File: config.mk
export PLATFORM = sky130hd
export DESIGN_NAME = acg_regs
export DESIGN_NICKNAME = d
export VERILOG_FILES = /design/src/design/acg_pkg.sv /design/src/design/acg_phase_delay.sv /design/src/design/acg_regs.sv
export VERILOG_INCLUDE_DIRS = /design/src /design/src/design
export SDC_FILE = /design/constraint.sdc
export NUM_CORES = 1
export LEC_CHECK = 0
export ABC_AREA = 0
export BUFFER_PORTS_ARGS = -buffer_cell sky130_fd_sc_hd__buf_4
export CAP_MARGIN = 10
export CORE_MARGIN = 2
export CORE_UTILIZATION = 62
export CTS_BUF_LIST = sky130_fd_sc_hd__clkbuf_2 sky130_fd_sc_hd__clkbuf_4 sky130_fd_sc_hd__clkbuf_8
export CTS_CLUSTER_DIAMETER = 50
export DETAILED_ROUTE_END_ITERATION = 10
export MAX_ROUTING_LAYER = met4
export PLACE_DENSITY = 0.9
export SLEW_MARGIN = 15
export SYNTH_ARGS = -nofsm -noshare
export SYNTH_HDL_FRONTEND = slang
export SYNTH_SLANG_ARGS = --single-unit
export TNS_END_PERCENT = 1
File: constraint.sdc
create_clock -name core_clk_i -period 3.7 [get_ports core_clk_i]
set_input_delay 0.37 -clock core_clk_i [delete_from_list [all_inputs] [get_ports core_clk_i]]
set_output_delay 0.37 -clock core_clk_i [all_outputs]
set_load 0.02 [all_outputs]
File: src/design/acg_params.svh
/*
 * Offsets, field positions, reset values and code limits for the
 * channel gain configuration registers.
 * Assumes inclusion by bare name from the package and the modules.
 */
`ifndef ACG_PARAMS_SVH
`define ACG_PARAMS_SVH

`define ACG_PAGE_CFG          8'h00
`define ACG_OFS_INPUT_GAIN    8'h4C
`define ACG_OFS_DIG_VOLUME    8'h4D
`define ACG_OFS_GAIN_TRIM     8'h4E
`define ACG_OFS_PHASE_DELAY   8'h4F
`define ACG_OFS_NEXT_VOLUME   8'h52

`define ACG_RST_INPUT_GAIN    8'h00
`define ACG_RST_DIG_VOLUME    8'hC9
`define ACG_RST_GAIN_TRIM     8'h80
`define ACG_RST_PHASE_DELAY   8'h00
`define ACG_RST_NEXT_VOLUME   8'hC9

`define ACG_GAIN_MSB          7
`define ACG_GAIN_LSB          2
`define ACG_TRIM_MSB          7
`define ACG_TRIM_LSB          4

`define ACG_GAIN_MAX_CODE     6'h2A
`define ACG_VOL_MUTE_CODE     8'h00
`define ACG_VOL_UNITY_CODE    9'h0C9
`define ACG_TRIM_UNITY_CODE   5'h08
`define ACG_DELAY_DEPTH       256

`endif

File: src/design/acg_pkg.sv
/*
 * Types shared by the channel gain configuration block.
 * Assumes acg_params.svh is on the include path.
 */
package acg_pkg;
`include "acg_params.svh"

   // Register access request from the control port
   typedef struct packed {
      logic       wr;
      logic       rd;
      logic [7:0] page;
      logic [7:0] addr;
      logic [7:0] wdata;
   } acg_req_t;

   // Decoded channel settings presented to the signal path
   typedef struct packed {
      logic [5:0]        gain_db;
      logic              gain_reserved;
      logic signed [8:0] volume_half_db;
      logic              muted;
      logic signed [4:0] trim_tenth_db;
      logic [7:0]        delay_cycles;
   } acg_cfg_t;

   typedef enum logic [2:0] {
      ACG_SEL_NONE,
      ACG_SEL_GAIN,
      ACG_SEL_VOLUME,
      ACG_SEL_TRIM,
      ACG_SEL_DELAY,
      ACG_SEL_NEXT_VOL
   } acg_sel_t;

endpackage

File: src/design/acg_phase_delay.sv
/*
 * Modulator-rate delay line for one channel bitstream.
 * Assumes mod_en_i pulses once per modulator clock cycle and that
 * the delay code is stable while the stream is in use.
 */
`timescale 1ns/1ps
`include "acg_params.svh"
module acg_phase_delay
   import acg_pkg::*;
#(
   parameter int DEPTH = `ACG_DELAY_DEPTH
) (
   input  wire logic       core_clk_i,
   input  wire logic       rst_n_i,
   input  wire logic       mod_en_i,
   input  wire logic       bit_i,
   input  wire logic [7:0] delay_cycles_i,
   output logic            bit_o
);

   logic [DEPTH-1:0] hist_q;
   logic [DEPTH-1:0] hist_d;
   logic             bit_q;
   logic             bit_d;

   always_comb begin
      hist_d = hist_q;
      bit_d  = bit_q;
      if (mod_en_i) begin
         hist_d = {hist_q[DEPTH-2:0], bit_i};
         // RULE9 zero code bypass
         if (delay_cycles_i == 8'h00) begin
            bit_d = bit_i;
         end else begin
            // RULE8 tap per cycle
            bit_d = hist_q[delay_cycles_i - 8'h01];
         end
      end
   end

   always_ff @(posedge core_clk_i or negedge rst_n_i) begin
      if (!rst_n_i) begin
         hist_q <= '0;
         bit_q  <= 1'b0;
      end else begin
         hist_q <= hist_d;
         bit_q  <= bit_d;
      end
   end

   assign bit_o = bit_q;

endmodule

File: src/design/acg_regs.sv
/*
 * Configuration register set of one audio input channel, plus the
 * digital volume of the following channel, with the decoded settings
 * and a simple mute / phase-delay signal path.
 * Assumes a register access port on control page zero, synchronous
 * inputs on core_clk_i and a modulator-rate enable from a divider.
 */
`timescale 1ns/1ps
`include "acg_params.svh"

// Behaviour
// RULE1: Gain field bits 7..2; codes 0..42 give that many dB.
// RULE2: Software must not write gain codes 43..63; they are reserved.
// RULE3: Volume code zero mutes the digital output completely. The code zeroes sample_o only; mod_bit_o still passes the delayed bitstream.
// RULE4: Volume codes 1..255 in 0.5 dB steps; 201 is unity.
// RULE5: Volume register resets to C9, read and write.
// RULE6: Trim field bits 7..4 in 0.1 dB steps; code 8 is 0 dB.
// RULE7: Trim register resets to 80; low four bits read zero.
// RULE8: Phase code delays channel by that many modulator cycles.
// RULE9: Phase code zero gives no delay; register resets to zero.
// RULE10: Phase register lives at page zero address 4F, read and write.
// RULE11: Next channel volume at 52, reset C9, for digital mics only.
// RULE12: Gain register lives at page zero address 4C, resets to zero.
// RULE13: Reserved bits read zero and ignore written values.
module acg_regs
   import acg_pkg::*;
#(
   parameter int SAMPLE_W = 24
) (
   input  wire logic                core_clk_i,
   input  wire logic                rst_n_i,
   input  wire acg_req_t            req_i,
   output logic [7:0]               rdata_o,
   output logic                     rvalid_o,
   output logic                     hit_o,
   input  wire logic                pulse_density_mic_input_i,
   input  wire logic                mod_en_i,
   input  wire logic                mod_bit_i,
   output logic                     mod_bit_o,
   input  wire logic                sample_valid_i,
   input  wire logic [SAMPLE_W-1:0] sample_i,
   output logic                     sample_valid_o,
   output logic [SAMPLE_W-1:0]      sample_o,
   output acg_cfg_t                 cfg_o,
   output logic signed [8:0]        next_volume_half_db_o,
   output logic                     next_muted_o,
   output logic                     next_volume_active_o
);

   // RULE4 half-dB decode
   function automatic logic signed [8:0] vol_half_db(
      input logic [7:0] code
   );
      vol_half_db = $signed({1'b0, code}) - $signed(`ACG_VOL_UNITY_CODE);
   endfunction

   // Reserved or foreign pages fall to NONE
   function automatic acg_sel_t decode(input logic [7:0] page,
                                       input logic [7:0] addr);
      decode = ACG_SEL_NONE;
      if (page == `ACG_PAGE_CFG) begin
         case (addr)
            `ACG_OFS_INPUT_GAIN:  decode = ACG_SEL_GAIN;
            `ACG_OFS_DIG_VOLUME:  decode = ACG_SEL_VOLUME;
            `ACG_OFS_GAIN_TRIM:   decode = ACG_SEL_TRIM;
            `ACG_OFS_PHASE_DELAY: decode = ACG_SEL_DELAY;
            `ACG_OFS_NEXT_VOLUME: decode = ACG_SEL_NEXT_VOL;
            default:              decode = ACG_SEL_NONE;
         endcase
      end
   endfunction

   logic [5:0] input_gain_code_q;
   logic [5:0] input_gain_code_d;
   logic [7:0] digital_volume_code_q;
   logic [7:0] digital_volume_code_d;
   logic [3:0] gain_trim_code_q;
   logic [3:0] gain_trim_code_d;
   logic [7:0] phase_delay_cycles_q;
   logic [7:0] phase_delay_cycles_d;
   logic [7:0] next_channel_volume_code_q;
   logic [7:0] next_channel_volume_code_d;
   logic [7:0] rdata_q;
   logic [7:0] rdata_d;
   logic       rvalid_q;
   logic       rvalid_d;
   logic       hit_q;
   logic       hit_d;
   acg_sel_t   sel;

   assign sel = decode(req_i.page, req_i.addr);

   // Register writes
   always_comb begin
      input_gain_code_d          = input_gain_code_q;
      digital_volume_code_d      = digital_volume_code_q;
      gain_trim_code_d           = gain_trim_code_q;
      phase_delay_cycles_d       = phase_delay_cycles_q;
      next_channel_volume_code_d = next_channel_volume_code_q;
      if (req_i.wr) begin
         case (sel)
            // RULE13 drop reserved bits
            ACG_SEL_GAIN: input_gain_code_d =
               req_i.wdata[`ACG_GAIN_MSB:`ACG_GAIN_LSB];
            ACG_SEL_VOLUME: digital_volume_code_d = req_i.wdata;
            ACG_SEL_TRIM: gain_trim_code_d =
               req_i.wdata[`ACG_TRIM_MSB:`ACG_TRIM_LSB];
            // RULE10 phase register write
            ACG_SEL_DELAY: phase_delay_cycles_d = req_i.wdata;
            // RULE11 next channel write
            ACG_SEL_NEXT_VOL: next_channel_volume_code_d = req_i.wdata;
            default: ;
         endcase
      end
   end

   // Read path, answered one cycle after the strobe
   always_comb begin
      rdata_d  = rdata_q;
      rvalid_d = req_i.rd;
      hit_d    = (req_i.rd || req_i.wr) && (sel != ACG_SEL_NONE);
      if (req_i.rd) begin
         case (sel)
            // RULE13 reserved reads zero
            ACG_SEL_GAIN:     rdata_d = {input_gain_code_q, 2'b00};
            // RULE5 volume readback
            ACG_SEL_VOLUME:   rdata_d = digital_volume_code_q;
            // RULE7 low nibble zero
            ACG_SEL_TRIM:     rdata_d = {gain_trim_code_q, 4'h0};
            ACG_SEL_DELAY:    rdata_d = phase_delay_cycles_q;
            ACG_SEL_NEXT_VOL: rdata_d = next_channel_volume_code_q;
            default:          rdata_d = 8'h00;
         endcase
      end
   end

   always_ff @(posedge core_clk_i or negedge rst_n_i) begin
      if (!rst_n_i) begin
         // RULE12 gain reset
         input_gain_code_q          <= 6'h00;
         // RULE5 volume reset
         digital_volume_code_q      <= `ACG_RST_DIG_VOLUME;
         // RULE7 trim reset
         gain_trim_code_q           <= 4'h8;
         // RULE9 delay reset
         phase_delay_cycles_q       <= `ACG_RST_PHASE_DELAY;
         // RULE11 next volume reset
         next_channel_volume_code_q <= `ACG_RST_NEXT_VOLUME;
         rdata_q                    <= 8'h00;
         rvalid_q                   <= 1'b0;
         hit_q                      <= 1'b0;
      end else begin
         input_gain_code_q          <= input_gain_code_d;
         digital_volume_code_q      <= digital_volume_code_d;
         gain_trim_code_q           <= gain_trim_code_d;
         phase_delay_cycles_q       <= phase_delay_cycles_d;
         next_channel_volume_code_q <= next_channel_volume_code_d;
         rdata_q                    <= rdata_d;
         rvalid_q                   <= rvalid_d;
         hit_q                      <= hit_d;
      end
   end

   assign rdata_o  = rdata_q;
   assign rvalid_o = rvalid_q;
   assign hit_o    = hit_q;

   // Decoded settings straight from the registers
   always_comb begin
      // RULE1 gain in whole dB
      cfg_o.gain_db        = input_gain_code_q;
      // RULE2 flag codes above 42
      cfg_o.gain_reserved  = input_gain_code_q > `ACG_GAIN_MAX_CODE;
      cfg_o.volume_half_db = vol_half_db(digital_volume_code_q);
      // RULE3 zero code mutes
      cfg_o.muted = digital_volume_code_q == `ACG_VOL_MUTE_CODE;
      // RULE6 trim in tenths
      cfg_o.trim_tenth_db  = $signed({1'b0, gain_trim_code_q})
                             - $signed(`ACG_TRIM_UNITY_CODE);
      cfg_o.delay_cycles   = phase_delay_cycles_q;
   end

   // RULE11 digital mic only
   assign next_volume_half_db_o = vol_half_db(next_channel_volume_code_q);
   assign next_muted_o =
      next_channel_volume_code_q == `ACG_VOL_MUTE_CODE;
   assign next_volume_active_o  = pulse_density_mic_input_i;

   // Output sample stage; a muted channel emits true zeros
   logic [SAMPLE_W-1:0] sample_q;
   logic [SAMPLE_W-1:0] sample_d;
   logic                svalid_q;
   logic                svalid_d;

   always_comb begin
      sample_d = sample_q;
      svalid_d = sample_valid_i;
      if (sample_valid_i) begin
         // RULE3 force silence
         sample_d = cfg_o.muted ? '0 : sample_i;
      end
   end

   always_ff @(posedge core_clk_i or negedge rst_n_i) begin
      if (!rst_n_i) begin
         sample_q <= '0;
         svalid_q <= 1'b0;
      end else begin
         sample_q <= sample_d;
         svalid_q <= svalid_d;
      end
   end

   assign sample_o       = sample_q;
   assign sample_valid_o = svalid_q;

   // RULE8 modulator delay line
   acg_phase_delay #(
      .DEPTH(`ACG_DELAY_DEPTH)
   ) u_delay (
      .core_clk_i    (core_clk_i),
      .rst_n_i       (rst_n_i),
      .mod_en_i      (mod_en_i),
      .bit_i         (mod_bit_i),
      .delay_cycles_i(phase_delay_cycles_q),
      .bit_o         (mod_bit_o)
   );

endmodule

# Yosys cells after proc, flatten, opt, wreduce, memory -nomap -nowiden
# Index checks and enable logic that the tools add are counted.
[word_totals] regBits=326 inputBits=56 out_inout_bits=77 elab_cells=47
[classes] n_mux=7 addsub=4 n_lt_le_gt_ge=2 reduce_logical=12 eq_ne=10
[op_table] op="$eq 8x7->1 const B" n=5
[op_table] op="$pmux 8 s5" n=1
[op_table] op="$logic_not 8->1" n=4
[op_table] op="$mux 24" n=1
[op_table] op="$sub 8x8->9 const B" n=2
[op_table] op="$pmux 3 s5" n=1
[op_table] op="$reduce_and 2->1" n=5
[op_table] op="$lt 8x9->1 const B" n=1
[op_table] op="$bmux 1 s8" n=1
[op_table] op="$sub 8x1->8 const B" n=1
[op_table] op="$eq 3x2->1 const B" n=2
[op_table] op="$eq 3x3->1 const B" n=2
[op_table] op="$gt 6x6->1 const B" n=1
[op_table] op="$sub 4x4->5 const B" n=1
[op_table] op="$eq 3x1->1 const B" n=1
[op_table] op="$mux 3" n=1
[op_table] op="$reduce_bool 3->1" n=1
[op_table] op="$mux 1" n=2
[op_table] op="$logic_and 1x1->1" n=1
[op_table] op="$logic_or 1x1->1" n=1

# Longest topological paths before layout
[depth] ltp_word=5 mapped_depth=14 depth_no_buf=10

# Modules after synthesis
# From an unflattened synthesis, not the netlist that was laid out.
[unflattened] hier_cells=1216 hier_area_um2=15567.4
[by_module_without_submodules] mod="acg_phase_delay" area_each_um2=12152.9 instances=1 seq_area_each_um2=6431.2 cells_per_inst=899
[by_module_without_submodules] mod="acg_regs" area_each_um2=3414.5 instances=1 seq_area_each_um2=1737.9 cells_per_inst=317

# Worst setup path after synthesis
# No wires, ideal clock.
[synth_path] path_type="flip-flop to flip-flop" startpoint="register phase_delay_cycles_q[0]" endpoint="register u_delay.bit_q, in the netlist u_delay.bit_o" setup_slack_ns=0.609 n_path_buf=3 setup_ns=0.076 synth_period_minus_slack_ns=3.091 t_required_ns=3.624 arrival_ns=3.014 stages_incl_launch_ff=14 cell_sequence="dfrtp_1 buf_2 inv_2 ha_1 buf_2 xor2_4 buf_6 nand2_1 a32oi_1 a31oi_1 a221o_1 o211a_1 or4_1 o21ai_1"
[synth_between] elab_chain_cells=4 elab_cells_between_ends=5 cone_classes="add/sub (1); mux (3); reduce/logical (1)"
[synth_rtl] element="start: declaration" line="acg_regs.sv:79" source="logic [7:0] phase_delay_cycles_q;"
[synth_rtl] element="start signal: assignment" line="acg_regs.sv:146" source="phase_delay_cycles_q <= `ACG_RST_PHASE_DELAY;"
[synth_rtl] element="start signal: assignment" line="acg_regs.sv:156" source="phase_delay_cycles_q <= phase_delay_cycles_d;"
[synth_rtl] element="$sub 8x1->8" line="acg_phase_delay.sv:36" source="bit_d = hist_q[delay_cycles_i - 8'h01];"
[synth_rtl] element="$bmux 1 s8" line="acg_phase_delay.sv:36"
[synth_rtl] element="$mux 1 (implied by the code)" line="acg_phase_delay.sv:36"
[synth_rtl] element="$mux 1 (*)" line="acg_phase_delay.sv:32" source="if (delay_cycles_i == 8'h00) begin"
[synth_rtl] element="end signal: assignment" line="acg_phase_delay.sv:47" source="bit_q <= bit_d;"
[synth_rtl] element="end: declaration" line="acg_phase_delay.sv:23" source="logic bit_q;"
# Every way passes the cells marked *; elsewhere a longest branch is shown, timed or not. The select of a mux whose other input is x is not followed.
# A chain may end at the register's enable or synchronous reset.

# Worst setup path in the final report
[layout_path] startpoint="register phase_delay_cycles_q[1]" endpoint="register u_delay.bit_q, in the netlist u_delay.bit_o"
# Same word-level chain as after synthesis.

==> impl_metrics.env <==
export IMPL_startpoint="phase_delay_cycles_q[1]"
export IMPL_synth_ff_type="dfrtp_1"
export IMPL_dp_cells=1512
export IMPL_cts_buffer_depth=3
export IMPL_io_buffers=130
export IMPL_core_area_um2=23600
export IMPL_post_route_util=0.741
export IMPL_whs_ns=0.0317
export IMPL_drive_gt1_frac=0.468
export IMPL_ios=133
export IMPL_fin_crit_sh=0.935
export IMPL_path_cells="inv_1 -> ha_1 -> xor2_4 -> buf_4 -> nand2_1 -> a32oi_1 -> nand3_1 -> a222oi_1 -> a2111oi_0 -> or4_1 -> o21ai_1"
export IMPL_cp_data_required_time_ns=4.21
export IMPL_yosysWarnings=0
export IMPL_worstSetupStartpointType="flop"
export IMPL_viasPerCell=6.11
export IMPL_status="finished, final reports clean"
export IMPL_synth_async_reset_ratio=1.00
export IMPL_critPathKind="flop to flop"
export IMPL_die_width_um=160
export IMPL_period_needed_ns=3.46
export IMPL_overflow=0
export IMPL_worstHoldStart="req_i[1]"
export IMPL_syn_area_per_cell_um2=13.6
export IMPL_vias=9838
export IMPL_post_cts_resized=0
export IMPL_maxSlewHeadroom=0.374
export IMPL_yosysUniqueCellTypes=55
export IMPL_grt_pass1_wl_um=54600
export IMPL_synth_seq_cells=326
export IMPL_cts_tree="done"
export IMPL_synth_edf_count=0
export IMPL_wl_um=33500
export IMPL_nets=1309
export IMPL_grt_max_degree=105
export IMPL_tns_ns=0
export IMPL_grtUsageTotal=0.274
export IMPL_die_y_um=160
export IMPL_max_clock_freq_ghz=0.289
export IMPL_max_vdd_ir_drop_mv=0.433
export IMPL_cts_num_sinks=326
export IMPL_hp_class="input port to flop"
export IMPL_synth_area_um2=15000
export IMPL_rsz0062_at_grt="false"
export IMPL_gp_congestion=0.881
export IMPL_rows=56
export IMPL_skew_ns=0.0251
export IMPL_clkTransAtPathRegs_ns=0.06
export IMPL_htreeDepth=2
export IMPL_dp_hpwl_um=21700
export IMPL_maxCapViolCount=0
export IMPL_cpMaxStageDelayCell="xor2_4"
export IMPL_final_max_slew_viol_count=0
export IMPL_postSynthCellCount=1108
export IMPL_cp_num_buf_inv=2
export IMPL_drtIter0Drc=887
export IMPL_numCtsBuffers=52
export IMPL_arrival_ns=3.96
export IMPL_area_growth_pct=16.4
export IMPL_worst_path_max_fanout=22
export IMPL_pwr_density_cell_nw_per_um2=430
export IMPL_critPathMaxStageDelay_ns=0.61
export IMPL_r2r_start="phase_delay_cycles_q[1]"
export IMPL_worstSkewPairLatency_ns=0.58
export IMPL_drc=0
export IMPL_cts_root_buf="clkbuf_8"
export IMPL_setup_viol=0
export IMPL_syn_num_nets=1168
export IMPL_final_area_um2=17500
export IMPL_crit_family="compound AO/OA/AOI/OAI gates"
export IMPL_final_cells=1610
export IMPL_ys_seq_area_frac=0.543
export IMPL_antenna_found_initial=1
export IMPL_avgRoutedWirePerCell_um=20.8
export IMPL_dpl_cell_area_um2=16400
export IMPL_start_util=0.637
export IMPL_power_leakage_nw=8.39
export IMPL_cp_end_kind="flop"
export IMPL_drtAntennaViolNets=0
export IMPL_die_area_um2=25500
export IMPL_worst_pin_slew_ns=0.930
export IMPL_first_pass_iters=6
export IMPL_hold_viol_final=0
export IMPL_filler_cell_count=1430
export IMPL_grt_pass1_vias=10200
==> layout by cell type (no fill, tap or decap), types with 6 or more instances in the layout <==
master	count
mux4_2	51
clkbuf_4	25
nor2_1	15
a21oi_1	6
clkbuf_8	62
mux2_2	286
o21ai_0	8
a32oi_1	6
dfrtp_1	316
inv_1	47
nand3_1	32
buf_12	6
o22ai_1	31
a22oi_1	8
nand2_1	110
xor2_1	11
dfstp_2	9
mux2i_1	16
buf_4	146
nor4_1	9
==> layer usage <==
| metal | track usage | routed length, µm | up-vias | part of all wire |
|---|---|---|---|---|
| li1 | - | - | 4337 | - |
| met3 | 0.0540 | 2370 | 105 | 0.071 |
| met1 | 0.348 | 13300 | 4971 | 0.40 |
| met2 | 0.444 | 16700 | 425 | 0.50 |
| met4 | 0.0996 | 1130 | 0 | 0.034 |
| met5 | - | 0 | - | 0 |
==> layout make-up <==
cell class	count	area, µm²	share of cell area
inverter	48	180	0.0103
antenna	1	2.50	0.000143
clock inverter	8	47.5	0.00272
timing repair buffer	156	1270	0.0724
multi-input combinational	665	6390	0.365
sequential	326	8170	0.467
tap	319	399	0.0228
clock buffer	87	1040	0.0595
==> state kept, by name (all words and copies together), names as in the netlist <==
register and count:
rdata_o 8, rvalid_o 1, sample_valid_o 1, gain_trim_code_q 4, input_gain_code_q 6, phase_delay_cycles_q 8, u_delay.bit_o 1, sample_o 24
u_delay.hist_q 256, hit_o 1, next_channel_volume_code_q 8, digital_volume_code_q 8
==> power breakdown <==
part           internal (mW)  switching [mW]  leakage (nW)
Sequential              3.71           0.112          4.46
Combinational          0.284           0.258          3.35
Clock                   1.77            1.39         0.581
==> Yosys cell counts, types with 4 or more instances <==
cell	instances	area, µm²
a222oi_1	5	50.1
nor4_1	10	62.6
a21oi_1	6	30.0
mux4_2	51	1150
a22oi_1	8	60.1
o22ai_1	31	194
buf_4	6	45.0
xnor2_1	6	52.6
nor3b_1	4	30.0
mux2i_1	16	160
dfstp_2	9	236
nand3_1	32	160
inv_1	47	176
xor2_1	11	96.3
a32oi_1	6	52.6
buf_2	11	55.1
buf_1	8	30.0
nand3b_1	4	30.0
nand2_1	110	413
a31oi_1	5	31.3
mux2_2	286	3220
clkbuf_1	42	158
dfrtp_1	317	7930
nor2_1	15	56.3
ha_1	4	50.1
o21ai_0	8	40.0
==> through the flow <==
| step | worst slack, ns | total power, mW |
|---|---|---|
| after floorplan | 0.609 | 4.17 |
| after global placement | 0.512 | 4.39 |
| after detailed placement | 0.348 | 4.42 |
| after CTS | 0.287 | 7.58 |
| after global routing | 0.0366 | 7.79 |
| final | 0.242 | 7.52 |
==> timing repair <==
item                                   CTS  global route
hold buffers                             2             0
endpoints found under the hold margin   96             0
setup buffers                            0             0
==> worst min-delay path: stages <==
cell and delay, ns:
buf_4 0.10, nand2_1 0.04, o21ai_0 0.06
==> kinds of logic after synthesis <==
logic type	count (synthesis)	share of synthesized area
AND/OR/NAND/NOR	194	0.0584
XOR/XNOR	18	0.0117
adder cells (fa/ha/maj)	4	0.00333
multiplexers	356	0.307
AO/OA/AOI/OAI	93	0.0439
flip-flops	326	0.543
buffers and inverters	117	0.0326
==> worst paths after layout <==
check	to	slack (ns)	cells after the start
hold reg to reg	rdata_o[0]	0.52	2
hold / removal	phase_delay_cycles_q[1]	0.03	3
max in group asynchronous	u_delay.hist_q[163]	2.39	3
min in group asynchronous	sample_o[16]	0.47	2
setup / recovery	u_delay.bit_o	0.24	11
setup reg to reg	u_delay.bit_o	0.24	11
(Power assumes the default switching activity.)
